[config.mk]
export PLATFORM = sky130hd
export DESIGN_NAME = ind_aux_port
export DESIGN_NICKNAME = d
export VERILOG_FILES = /design/src/core/ind_aux_pkg.sv /design/src/core/ind_aux_port.sv /design/src/core/aux_in_filter.sv
export SDC_FILE = /design/constraint.sdc
export NUM_CORES = 1
export LEC_CHECK = 0
export BUFFER_PORTS_ARGS = -buffer_cell sky130_fd_sc_hd__clkbuf_2
export CORE_AREA = 3 3 131 133
export CTS_CLUSTER_SIZE = 14
export DETAILED_ROUTE_END_ITERATION = 10
export DIE_AREA = 0 0 134 136
export HOLD_SLACK_MARGIN = 0.06
export PLACE_DENSITY = 0.8
export SKIP_LAST_GASP = 1
export SYNTH_ARGS = -nofsm -noshare
export SYNTH_HDL_FRONTEND = slang
export SYNTH_HIERARCHICAL = 1
export SYNTH_SLANG_ARGS = --single-unit
[constraint.sdc]
create_clock -name clock -period 2.55 [get_ports clock]
set_input_delay 0.51 -clock clock [delete_from_list [all_inputs] [get_ports clock]]
set_output_delay 0.51 -clock clock [all_outputs]
set_load 0.05 [all_outputs]
[src/core/ind_aux_pkg.sv]
// package: constants, modes and carrier structs for the indicator and aux port block
package ind_aux_pkg;

	// ****************************************
	// widths and reset values
	// ****************************************
	localparam int unsigned PRESET_W   = 4;
	localparam int unsigned CNT_W      = 24;
	localparam int unsigned DEB_W      = 16;
	localparam logic [PRESET_W-1:0] PRESET_RST = 4'h1;
	localparam logic [CNT_W-1:0]    CNT_ZERO   = 24'h000000;
	localparam logic [DEB_W-1:0]    DEB_ZERO   = 16'h0000;
	// default phase lengths in clock cycles (4 ns each)
	localparam logic [CNT_W-1:0] DEF_FLASH_ON  = 24'h2faf08;
	localparam logic [CNT_W-1:0] DEF_FLASH_OFF = 24'h2faf08;
	localparam logic [CNT_W-1:0] DEF_PAUSE     = 24'hbebc20;
	localparam logic [CNT_W-1:0] DEF_PULSE     = 24'h1312d0;
	localparam logic [CNT_W-1:0] DEF_BLINK     = 24'h5f5e10;
	localparam logic [DEB_W-1:0] DEF_DEBOUNCE  = 16'hc350;

	// ****************************************
	// modes
	// ****************************************
	typedef enum logic [1:0] {AUXO_MANUAL, AUXO_ERROR, AUXO_PRESET} aux_out_mode_t;
	typedef enum logic [2:0] {
		AUXI_NONE, AUXI_MUTE1, AUXI_MUTE2, AUXI_MUTE_BOTH,
		AUXI_PWR1, AUXI_PWR2, AUXI_PWR_BOTH, AUXI_CYCLE
	} aux_in_mode_t;

	// ****************************************
	// carriers
	// ****************************************
	typedef struct packed {
		logic [CNT_W-1:0] flash_on;
		logic [CNT_W-1:0] flash_off;
		logic [CNT_W-1:0] pause;
		logic [CNT_W-1:0] pulse;
		logic [CNT_W-1:0] blink;
		logic [DEB_W-1:0] debounce;
	} timing_t;

	typedef struct packed {
		logic thermal;
		logic clip;
		logic load;
		logic amp_fault;
		logic line_volt;
	} err_src_t;

	typedef struct packed {
		logic mute1;
		logic mute2;
		logic pwr_off1;
		logic pwr_off2;
	} chan_ctl_t;

endpackage

[src/core/ind_aux_port.sv]
// indicator and auxiliary control port logic
// Functional notes
// - pulse command indicator on each command for this node only.
// - troubleshooting option holds command indicator steadily on.
// - active preset flashes preset-number bursts, pause between bursts.
// - preset active only while settings match; change stops flashing.
// - link indicator lit on link, flashing on any traffic.
// - speed indicator lit only at 100 megabit link.
// - primary audio port failure enables secondary port.
// - audio port indicator on while in use, blinks when conductor.
// - loss of network audio selects local balanced inputs.
// - override on balanced inputs switches source to it.
// - aux output modes manual, error, preset; manual follows command.
// - error mode asserts aux output on any enabled source error.
// - preset mode drives aux output with preset flash pattern.
// - output inversion applies in manual and error modes only.
// - no-action aux input mode keeps input state readable.
// - mute modes mute channel one, two or both while active.
// - power modes disable channel one, two or both while active.
// - cycle mode steps preset on active-going aux input edge.
// - at upper preset bound, next event wraps to lower bound.
// - high aux input active by default; inversion makes low active.
`timescale 1ns/10ps
module ind_aux_port
	import ind_aux_pkg::*;
(
	input  wire logic                clock,
	input  wire logic                rst_n,
	input  wire timing_t             timing,
	input  wire logic                cmd_rx,
	input  wire logic                cmd_for_me,
	input  wire logic                trouble_on,
	input  wire logic [PRESET_W-1:0] preset_num,
	input  wire logic                preset_load,
	input  wire logic                setting_change,
	input  wire logic                link_up,
	input  wire logic                net_traffic,
	input  wire logic                speed_100,
	input  wire logic                pri_fail,
	input  wire logic [1:0]          port_in_use,
	input  wire logic                conductor,
	input  wire logic                net_audio_lost,
	input  wire logic                override_det,
	input  wire aux_out_mode_t       aux_out_mode,
	input  wire logic                aux_out_cmd,
	input  wire logic                aux_out_inv,
	input  wire err_src_t            err_state,
	input  wire err_src_t            err_enable,
	input  wire aux_in_mode_t        aux_in_mode,
	input  wire logic                aux_in_inv,
	input  wire logic                aux_in_raw,
	input  wire logic [PRESET_W-1:0] preset_min,
	input  wire logic [PRESET_W-1:0] preset_max,
	output logic                     cmd_led_ff,
	output logic                     preset_led_ff,
	output logic                     link_led_ff,
	output logic                     speed_led_ff,
	output logic                     sec_port_en_ff,
	output logic [1:0]               audio_led_ff,
	output logic                     use_local_ff,
	output logic                     aux_out_ff,
	output logic                     aux_in_state_ff,
	output chan_ctl_t                chan_ctl_ff,
	output logic                     preset_step_ff,
	output logic [PRESET_W-1:0]      preset_sel_ff,
	output logic                     preset_active_ff
);

	// ****************************************
	// command activity indicator
	// ****************************************
	logic [CNT_W-1:0] pulse_cnt_ff;

	// only commands addressed here retrigger the pulse; broadcast traffic is link-only
	always_ff @(posedge clock) begin
		if (!rst_n) begin
			pulse_cnt_ff <= CNT_ZERO;
			cmd_led_ff   <= 1'b0;
		end else begin
			if (cmd_rx && cmd_for_me)
				pulse_cnt_ff <= timing.pulse;
			else if (pulse_cnt_ff != CNT_ZERO)
				pulse_cnt_ff <= pulse_cnt_ff - 24'h000001;
			cmd_led_ff <= trouble_on | (cmd_rx & cmd_for_me) | (pulse_cnt_ff != CNT_ZERO);
		end
	end

	// ****************************************
	// preset state and flash pattern
	// ****************************************
	typedef enum logic [1:0] {FL_IDLE, FL_ON, FL_OFF, FL_PAUSE} flash_state_t;
	flash_state_t         fl_state_ff;
	logic [CNT_W-1:0]     fl_cnt_ff;
	logic [PRESET_W-1:0]  fl_left_ff;
	logic                 cyc_event;

	// a change clears the active flag; a load or a cycle step in the same cycle wins
	always_ff @(posedge clock) begin
		if (!rst_n) begin
			preset_active_ff <= 1'b0;
			preset_sel_ff    <= PRESET_RST;
		end else if (cyc_event) begin
			preset_sel_ff    <= (preset_sel_ff >= preset_max || preset_sel_ff < preset_min)
				? preset_min : preset_sel_ff + 4'h1;
			preset_active_ff <= 1'b1;
		end else if (preset_load) begin
			preset_sel_ff    <= preset_num;
			preset_active_ff <= 1'b1;
		end else if (setting_change) begin
			preset_active_ff <= 1'b0;
		end
	end

	// burst of preset_sel flashes, then pause; restart from idle whenever inactive
	always_ff @(posedge clock) begin
		if (!rst_n || !preset_active_ff) begin
			fl_state_ff <= FL_IDLE;
			fl_cnt_ff   <= CNT_ZERO;
			fl_left_ff  <= 4'h0;
		end else if (fl_cnt_ff != CNT_ZERO) begin
			fl_cnt_ff <= fl_cnt_ff - 24'h000001;
		end else begin
			case (fl_state_ff)
				FL_IDLE, FL_PAUSE: begin
					// preset zero has no flashes, so only the pause repeats
					if (preset_sel_ff == 4'h0) begin
						fl_state_ff <= FL_PAUSE;
						fl_cnt_ff   <= timing.pause;
					end else begin
						fl_state_ff <= FL_ON;
						fl_cnt_ff   <= timing.flash_on;
						fl_left_ff  <= preset_sel_ff;
					end
				end
				FL_ON: begin
					fl_state_ff <= FL_OFF;
					fl_cnt_ff   <= timing.flash_off;
					fl_left_ff  <= fl_left_ff - 4'h1;
				end
				FL_OFF: begin
					if (fl_left_ff == 4'h0) begin
						fl_state_ff <= FL_PAUSE;
						fl_cnt_ff   <= timing.pause;
					end else begin
						fl_state_ff <= FL_ON;
						fl_cnt_ff   <= timing.flash_on;
					end
				end
				default: fl_state_ff <= FL_IDLE;
			endcase
		end
	end

	logic flash_lvl;
	assign flash_lvl = (fl_state_ff == FL_ON);

	always_ff @(posedge clock) begin
		if (!rst_n) preset_led_ff <= 1'b0;
		else        preset_led_ff <= flash_lvl;
	end

	// ****************************************
	// network indicators and failover
	// ****************************************
	logic [CNT_W-1:0] blink_cnt_ff;
	logic             blink_ph_ff;

	// one shared blink clock for traffic and conductor indications
	always_ff @(posedge clock) begin
		if (!rst_n) begin
			blink_cnt_ff <= CNT_ZERO;
			blink_ph_ff  <= 1'b0;
		end else if (blink_cnt_ff >= timing.blink) begin
			blink_cnt_ff <= CNT_ZERO;
			blink_ph_ff  <= ~blink_ph_ff;
		end else begin
			blink_cnt_ff <= blink_cnt_ff + 24'h000001;
		end
	end

	always_ff @(posedge clock) begin
		if (!rst_n) begin
			link_led_ff  <= 1'b0;
			speed_led_ff <= 1'b0;
		end else begin
			link_led_ff  <= link_up & ~(net_traffic & blink_ph_ff);
			speed_led_ff <= link_up & speed_100;
		end
	end

	genvar gp;
	generate
		for (gp = 0; gp < 2; gp++) begin : g_port
			always_ff @(posedge clock) begin
				if (!rst_n) audio_led_ff[gp] <= 1'b0;
				else        audio_led_ff[gp] <= port_in_use[gp] & (~conductor | blink_ph_ff);
			end
		end
	endgenerate

	// secondary stays enabled once primary failed until reset; local source follows status
	always_ff @(posedge clock) begin
		if (!rst_n) begin
			sec_port_en_ff <= 1'b0;
			use_local_ff   <= 1'b0;
		end else begin
			if (pri_fail) sec_port_en_ff <= 1'b1;
			use_local_ff <= net_audio_lost | override_det;
		end
	end

	// ****************************************
	// auxiliary output
	// ****************************************
	logic err_any;
	assign err_any = |(err_state & err_enable);

	always_ff @(posedge clock) begin
		if (!rst_n) aux_out_ff <= 1'b0;
		else begin
			case (aux_out_mode)
				AUXO_MANUAL: aux_out_ff <= aux_out_cmd ^ aux_out_inv;
				AUXO_ERROR:  aux_out_ff <= err_any ^ aux_out_inv;
				AUXO_PRESET: aux_out_ff <= flash_lvl;
				default:     aux_out_ff <= 1'b0;
			endcase
		end
	end

	// ****************************************
	// auxiliary input
	// ****************************************
	logic deb_lvl;
	logic deb_rise;
	logic deb_fall;

	aux_in_filter u_filter (
		.clock      (clock),
		.rst_n      (rst_n),
		.raw_in     (aux_in_raw),
		.deb_cycles (timing.debounce),
		.level      (deb_lvl),
		.rise       (deb_rise),
		.fall       (deb_fall)
	);

	logic act;
	assign act       = deb_lvl ^ aux_in_inv;
	assign cyc_event = (aux_in_mode == AUXI_CYCLE) && (aux_in_inv ? deb_fall : deb_rise);

	always_ff @(posedge clock) begin
		if (!rst_n) begin
			aux_in_state_ff <= 1'b0;
			chan_ctl_ff     <= '0;
			preset_step_ff  <= 1'b0;
		end else begin
			aux_in_state_ff      <= deb_lvl;
			preset_step_ff       <= cyc_event;
			chan_ctl_ff.mute1    <= act && (aux_in_mode == AUXI_MUTE1 ||
				aux_in_mode == AUXI_MUTE_BOTH);
			chan_ctl_ff.mute2    <= act && (aux_in_mode == AUXI_MUTE2 ||
				aux_in_mode == AUXI_MUTE_BOTH);
			chan_ctl_ff.pwr_off1 <= act && (aux_in_mode == AUXI_PWR1 ||
				aux_in_mode == AUXI_PWR_BOTH);
			chan_ctl_ff.pwr_off2 <= act && (aux_in_mode == AUXI_PWR2 ||
				aux_in_mode == AUXI_PWR_BOTH);
		end
	end

	// ****************************************
	// assertions
	// ****************************************
	property p_cmd_led;
		@(posedge clock) disable iff (!rst_n) (cmd_rx && cmd_for_me) |=> cmd_led_ff;
	endproperty
	a_cmd_led: assert property (p_cmd_led) else $error("cmd led missed");

	property p_trouble;
		@(posedge clock) disable iff (!rst_n) trouble_on |=> cmd_led_ff;
	endproperty
	a_trouble: assert property (p_trouble) else $error("trouble not steady");

	property p_inactive;
		@(posedge clock) disable iff (!rst_n)
			(setting_change && !preset_load && !cyc_event) |=> ##2 !preset_led_ff;
	endproperty
	a_inactive: assert property (p_inactive) else $error("flash after change");

	property p_speed;
		@(posedge clock) disable iff (!rst_n) speed_led_ff |-> $past(link_up && speed_100);
	endproperty
	a_speed: assert property (p_speed) else $error("speed led wrong");

	property p_sec;
		@(posedge clock) disable iff (!rst_n) pri_fail |=> sec_port_en_ff;
	endproperty
	a_sec: assert property (p_sec) else $error("secondary not enabled");

	property p_local;
		@(posedge clock) disable iff (!rst_n) (net_audio_lost || override_det) |=> use_local_ff;
	endproperty
	a_local: assert property (p_local) else $error("local source missed");

	property p_manual;
		@(posedge clock) disable iff (!rst_n)
			(aux_out_mode == AUXO_MANUAL) |=> aux_out_ff == $past(aux_out_cmd ^ aux_out_inv);
	endproperty
	a_manual: assert property (p_manual) else $error("manual aux out wrong");

	property p_error;
		@(posedge clock) disable iff (!rst_n)
			(aux_out_mode == AUXO_ERROR) |=> aux_out_ff == $past(err_any ^ aux_out_inv);
	endproperty
	a_error: assert property (p_error) else $error("error aux out wrong");

	property p_wrap;
		@(posedge clock) disable iff (!rst_n)
			(cyc_event && preset_sel_ff >= preset_max) |=> preset_sel_ff == $past(preset_min);
	endproperty
	a_wrap: assert property (p_wrap) else $error("preset wrap wrong");

	property p_mute_both;
		@(posedge clock) disable iff (!rst_n)
			(aux_in_mode == AUXI_MUTE_BOTH && act) |=> chan_ctl_ff.mute1 && chan_ctl_ff.mute2;
	endproperty
	a_mute_both: assert property (p_mute_both) else $error("mute both missed");

	c_cycle:   cover property (@(posedge clock) disable iff (!rst_n) cyc_event);
	c_flash:   cover property (@(posedge clock) disable iff (!rst_n) fl_state_ff == FL_PAUSE);
	c_err_out: cover property (@(posedge clock) disable iff (!rst_n)
		aux_out_mode == AUXO_ERROR && aux_out_ff);

endmodule

[src/core/aux_in_filter.sv]
// debounce filter for the auxiliary input, with synchroniser and edge pulses
`timescale 1ns/10ps
module aux_in_filter
	import ind_aux_pkg::*;
(
	input  wire logic             clock,
	input  wire logic             rst_n,
	input  wire logic             raw_in,
	input  wire logic [DEB_W-1:0] deb_cycles,
	output logic                  level,
	output logic                  rise,
	output logic                  fall
);

	logic             sync1_ff;
	logic             sync2_ff;
	logic             level_ff;
	logic [DEB_W-1:0] cnt_ff;

	// two-stage synchroniser; first stage feeds only the second
	always_ff @(posedge clock) begin
		if (!rst_n) begin
			sync1_ff <= 1'b0;
			sync2_ff <= 1'b0;
		end else begin
			sync1_ff <= raw_in;
			sync2_ff <= sync1_ff;
		end
	end

	// the level changes only after the input differs from it for deb_cycles + 1 cycles in a row, so bounce makes one edge
	always_ff @(posedge clock) begin
		if (!rst_n) begin
			level_ff <= 1'b0;
			cnt_ff   <= DEB_ZERO;
		end else if (sync2_ff == level_ff) begin
			cnt_ff <= DEB_ZERO;
		end else if (cnt_ff >= deb_cycles) begin
			level_ff <= sync2_ff;
			cnt_ff   <= DEB_ZERO;
		end else begin
			cnt_ff <= cnt_ff + 16'h0001;
		end
	end

	// previous level, for one-cycle edge pulses
	logic prev_ff;
	always_ff @(posedge clock) begin
		if (!rst_n) prev_ff <= 1'b0;
		else        prev_ff <= level_ff;
	end

	assign level = level_ff;
	assign rise  = level_ff & ~prev_ff;
	assign fall  = ~level_ff & prev_ff;

endmodule

==> results of run 1 <==
==> worst register-to-register path, cell delays in order (launching register included) <==
cell and delay, ns:
dfxtp_2 0.33, inv_1 0.06, ha_2 0.18, or4b_4 0.46, or4_4 0.45, a2111o_4 0.53
a211o_1 0.26, a21oi_2 0.12
==> registers in the layout (all words and copies together), names as in the netlist, 2 cells and up <==
name / cells
preset_sel_ff: 4
chan_ctl_ff: 4
pulse_cnt_ff: 24
fl_state_ff: 2
fl_cnt_ff: 24
fl_left_ff: 4
blink_cnt_ff: 24
u_filter/cnt_ff: 16
audio_led_ff: 2
==> where the power goes <==
group	leakage, uW	internal [uW]	total [uW]	switching (uW)
clock	0.000294	1610	2480	870
sequential	0.000971	2100	2340	243
combinational	0.00321	1910	4190	2280
==> kinds of logic after synthesis <==
logic type,count (synthesis),share of synthesized area [%]
compound gates,219,19.9
xor+xnor,67,7.51
fa+ha+maj,58,9.28
buf+inv,126,6.22
flops,119,30.5
mux,33,4.64
simple gates,355,22.0
==> cells in the final DEF, fill, tap and decap left out, types with 8 or more instances in the layout <==
| master | synthesis | final |
|---|---|---|
| a211oi_1 | 18 | 18 |
| a21boi_0 | 8 | 8 |
| a21oi_1 | 36 | 36 |
| a221oi_1 | 21 | 21 |
| a31o_2 | 14 | 14 |
| and2_1 | 12 | 12 |
| and3_1 | 9 | 9 |
| buf_4 | 0 | 26 |
| clkbuf_16 | 0 | 17 |
| clkbuf_2 | 0 | 202 |
| dfxtp_1 | 119 | 118 |
| ha_1 | 58 | 57 |
| inv_1 | 75 | 75 |
| mux2_2 | 26 | 26 |
| nand2_1 | 99 | 99 |
| nand3_1 | 32 | 32 |
| nand4_1 | 14 | 14 |
| nor2_1 | 94 | 94 |
| nor3_1 | 28 | 28 |
| nor4_1 | 18 | 18 |
| o211ai_1 | 14 | 14 |
| o21ai_0 | 42 | 42 |
| or3_1 | 15 | 15 |
| xnor2_1 | 45 | 45 |
| xor2_1 | 22 | 22 |
==> metrics by stage <==
stage                     util [%]  hold WS, ns  instances  worst slack [ns]
final                         61.5        0.268       1406            0.0989
after global routing          61.5        0.271       1406            0.0115
after CTS                     61.4        0.257       1406            0.0833
after detailed placement      57.6        0.440       1374            0.0961
after global placement        57.6        0.432       1374             0.133
after floorplan                  -        0.412        977            0.0532
==> synthesized netlist by cell type (12+ instances only) <==
master / instances / area (um^2)
a211oi_1: 18 / 135
a21oi_1: 36 / 180
a221oi_1: 21 / 184
a31o_2: 14 / 123
and2_1: 12 / 75.1
clkbuf_1: 44 / 165
dfxtp_1: 119 / 2380
ha_1: 58 / 726
inv_1: 75 / 282
mux2_2: 26 / 293
nand2_1: 99 / 372
nand3_1: 32 / 160
nand4_1: 14 / 87.6
nor2_1: 94 / 353
nor3_1: 28 / 140
nor4_1: 18 / 113
o211ai_1: 14 / 105
o21ai_0: 42 / 210
or3_1: 15 / 93.8
xnor2_1: 45 / 394
xor2_1: 22 / 193
==> area by class of cell <==
type | instances | share of cell area (%)
repair buffers | 232 | 13.1
flip-flops and latches | 119 | 24.3
well taps | 216 | 2.76
multi-input cells | 732 | 50.7
inverters | 75 | 2.87
clock buffers | 20 | 4.76
clock inverters | 12 | 1.52
==> worst paths after layout <==
| path | start | to | depth (start not counted) |
|---|---|---|---|
| setup / recovery | fl_cnt_ff[0] | fl_left_ff[1] | 7 |
| hold / removal | net_traffic | link_led_ff | 2 |
| setup reg to reg | fl_cnt_ff[0] | fl_left_ff[1] | 7 |
| hold reg to reg | u_filter/sync1_ff | u_filter/sync2_ff | 1 |
==> timing repair <==
item	4_1_cts	5_1_grt
buffers inserted	0	0
resized for setup	0	3
setup endpoints to repair	0	1
hold buffers	0	0
==> metal layers <==
| layer | track usage, % | wire [um] | up-vias |
|---|---|---|---|
| met5 | 0 | 0 | - |
| met4 | 8.11 | 481 | 0 |
| met3 | 5.63 | 1410 | 47 |
| met2 | 40.8 | 10400 | 275 |
| met1 | 28.3 | 9190 | 3594 |
| li1 | - | - | 3912 |
==> results.tsv, run 1 <==
metric	value	unit
status	finished clean	
num rows	46	
CP Launch Type	flip-flop	
worst path bufs/invs	1	
initial antenna violation count	0	
MaxCap Viol Count	0	
Die W	134	um
vias per inst	5.57	
Rel. slew slack	25.5	%
total of fill cells in the finished design	1412	
core footprint	15900	um^2
GRT Resource Usage Total	23.4	%
CP max FO	8	
maximum buffer depth of the clock tree	2	
root buffer cell	clkbuf_16	
DRT antenna net count	0	
unrepaired setup endpoints after global routing	no	
first-pass GRT wire length	35200	um
Pwr Density	919	nW/um^2
final worst path period need	2.45	ns
clk_lat worst skew	0.42	ns
Setup CP Type	reg -> reg	
hold crit path type	in -> reg	
Syn Nets	1218	
Reg clk slew, reported paths	0.05	ns
CP Cell Sequence	inv_1, ha_2, or4b_4, or4_4, a2111o_4, a211o_1, a21oi_2	
largest net degree at the start of global routing	45	
maximum vdd drop	0.000949	V
Cells after Synth	977	
Initial Util	49.0	%
Warnings, synthesis	6	
Post-synth EDFFs	0	
grt ovf	0	
Tcrit/Tclk final	96.1	%
Yosys cell types	65	
register area	2380	um^2
Setup Skew	0.00662	ns
die footprint	18200	um^2
1st-iter DRT viols	473	
post-route cell area	9800	um^2
Required @ worst endpoint	2.90	ns
sequential area share after synthesis	30.5	%
synthesized area	7820	um^2
Finish-stage setup viols	0	
Avg Cell Area, Syn	8.00	um^2
dpl cell area	9180	um^2
Slowest Stage Delay on Critical Path	0.53	ns
Inserted Diodes	0	
Setup TNS	0	ns
TritonCTS buffer count	17	
die height	136	um
CP delay by family, top	compound AO/OA/AOI/OAI gates	
dpl hpwl	15900	um
Placer Congestion	0.930	
flop-to-flop setup slack	0.1	ns
DR vias	7828	
Crit path arrival time	2.80	ns
slowest CP cell	a2111o_4	
io pins	203	
ys async rst share	0	%
Yosys reg bits	119	
highest clock rate	408	MHz
area delta synth->final	25.4	%
drt first pass iters	5	
port bufs	202	
Setup crit end kind	flip-flop	
P_leak	0.00447	uW
Multi-input gate area	4970	um^2
fraction of layout cells with a size suffix above 1	27.0	%
WL final	21500	um
Slew Limit Fails	0	
H-tree Lvls	4	
CTS tree	yes	
via count of the first global-routing pass	7499	
total power draw	9010	uW
Final #Nets	1418	
predominant post-synthesis flop cell	dfxtp_1	
post-DR wirelength/cell	15.3	um
DRC viols	0	
Slew @ Worst Pin	1.12	ns
clock sink count	119	
final hold violation count	0	
Note: power is estimated with default switching activity, not from simulation.
==> run 2: changes to the inputs <==
clock period = 2.1 ns   (was 2.55 ns; I/O delays follow)
==> results.tsv, run 2 (synthesized netlist as in run 1, its figures left out) <==
metric	value	unit	change
port bufs	202		unchanged
worst r2r src	fl_cnt_ff[1]		
total power draw	12000	uW	+34%
TritonCTS buffer count	17		unchanged
MaxCap Viol Count	0		unchanged
Finish-stage setup viols	25		+25
die height	136	um	unchanged
most frequent cells in the layout	clkbuf_2 (202), dfxtp_1 (112), nand2_1 (99)		
DRC viols	0		unchanged
Top Registers	blink_cnt_ff (24), fl_cnt_ff (24), pulse_cnt_ff (24)		
total of fill cells in the finished design	1281		-9.3%
Rel. slew slack	58.5	%	+33 points
Setup Skew	0.0120	ns	+0.00542 ns
Placer Congestion	0.913		-1.8%
CP delay by family, top	simple AND/OR/NAND/NOR gates		
Final Non-Filler Cells	1469		+4.5%
H-tree Lvls	4		unchanged
unrepaired setup endpoints after global routing	yes		
Crit path arrival time	2.65	ns	-0.15 ns
initial antenna violation count	0		unchanged
Setup CP Type	reg -> reg		
root buffer cell	clkbuf_16		
GRT Resource Usage Total	24.0	%	+0.56 points
Multi-input gate area	5140	um^2	+3.5%
dpl hpwl	16400	um	+3.3%
die footprint	18200	um^2	unchanged
final hold violation count	0		unchanged
Slew Limit Fails	0		unchanged
Pwr Density	1150	nW/um^2	+25%
num rows	46		unchanged
CP max FO	8		unchanged
Slew @ Worst Pin	0.622	ns	-0.495 ns
failing checks	setup timing		
DR vias	8181		+4.5%
clock sink count	119		unchanged
Inserted Diodes	0		unchanged
maximum buffer depth of the clock tree	2		unchanged
DRT antenna net count	0		unchanged
drt first pass iters	5		unchanged
Required @ worst endpoint	2.45	ns	-0.45 ns
io pins	203		unchanged
dpl cell area	9640	um^2	+5.0%
post-route cell area	10500	um^2	+6.9%
cells on worst reg2reg path	7		unchanged
CP Cell Sequence	inv_2, ha_4, or4b_4, or4_4, a2111o_4, a211o_1, a21oi_2		
post-DR wirelength/cell	15.4	um	+1.1%
Setup crit end	fl_left_ff[1]		
CP Launch Type	flip-flop		
P_leak	0.00486	uW	+8.5%
clk_lat worst skew	0.43	ns	about the same
Final #Nets	1482		+4.5%
status	complete, but fails checks		
largest net degree at the start of global routing	34		-24%
1st-iter DRT viols	415		-12%
slowest CP cell	or4b_4		
hold crit path type	in -> reg		
first-pass GRT wire length	36200	um	+2.7%
CTS tree	yes		
grt ovf	0		unchanged
R2R Path End	fl_left_ff[1]		
Reg clk slew, reported paths	0.06	ns	about the same
flop-to-flop setup slack	-0.19	ns	-0.29 ns
setup ws final	-0.195	ns	-0.294 ns
final worst path period need	2.29	ns	-0.156 ns
register area	2390	um^2	+0.31%
Setup crit end kind	flip-flop		
placed instance count	1430		+4.1%
area delta synth->final	34.0	%	
Tcrit/Tclk final	109	%	+13 points
Die W	134	um	unchanged
core footprint	15900	um^2	unchanged
WL final	22700	um	+5.7%
commonest non-fill, non-tap cell in the layout	clkbuf_2		
maximum vdd drop	0.00117	V	+23%
Slowest Stage Delay on Critical Path	0.48	ns	-0.05 ns
Initial Util	49.0	%	unchanged
via count of the first global-routing pass	7819		+4.3%
fraction of layout cells with a size suffix above 1	33.0	%	+6.1 points
worst setup path start	fl_cnt_ff[1]		
worst path bufs/invs	1		unchanged
stages on the worst setup path	7		unchanged
highest clock rate	436	MHz	+6.8%
vias per inst	5.57		about the same
-- run 2: power breakdown --
group / internal (uW) / total [uW] / switching [uW]
clock network: 1910 / 2960 / 1050
registers: 2560 / 2780 / 225
logic: 3050 / 6290 / 3240
total: 7510 / 12000 / 4520
-- run 2: per-layer routing --
metal | wire length (um) | part of all wire [%] | track usage (%) | vias up
met3 | 1290 | 5.7 | 4.59 | 46
met1 | 10100 | 44 | 31.0 | 3797
li1 | - | - | - | 4051
met2 | 10800 | 48 | 39.9 | 287
met4 | 471 | 2.1 | 8.80 | 0
met5 | 0 | 0 | 0 | -
-- run 2: worst min-delay path by stage --
stage                      startpoint                 to  slack, ns  cells past startpoint
floorplan           u_filter/sync1_ff  u_filter/sync2_ff       0.41                      1
global placement    u_filter/sync1_ff  u_filter/sync2_ff       0.42                      1
detailed placement  u_filter/sync1_ff  u_filter/sync2_ff       0.43                      1
CTS                       net_traffic        link_led_ff       0.16                      2
global route              net_traffic        link_led_ff       0.16                      2
finish                    net_traffic        link_led_ff       0.17                      2
-- run 2: through the flow --
stage                     utilization [%]  TNS, ns  hold WS (ns)  setup WS (ns)
final                                65.7    -2.73         0.166         -0.195
after global routing                 65.7    -5.14         0.156         -0.248
after CTS                            64.4    -2.86         0.156         -0.177
after detailed placement             60.4    -7.38         0.428         -0.273
after global placement               60.4    -3.65         0.417         -0.240
after floorplan                         -    -1.74         0.412         -0.319
-- run 2: what timing repair did --
item,CTS,global route
resized for setup,6,29
gates cloned,0,2
setup endpoints to repair,28,79
hold buffers,0,0
buffers inserted,1,5
pin swaps,2,9
-- run 2: final cells by class --
cell class              count  area share, %
multi-input cells         732           49.0
flip-flops and latches    119           22.8
repair buffers            296           17.3
clock buffers              22           4.43
inverters                  75           2.69
well taps                 216           2.58
clock inverters             9           1.19
-- run 2: worst register-to-register path, delay by kind of cell (launching register included) --
family	cells	cell delay [ns]
simple gates	2	0.93
fa+ha+maj	1	0.13
buf+inv	1	0.06
compound gates	3	0.78
flops	1	0.32
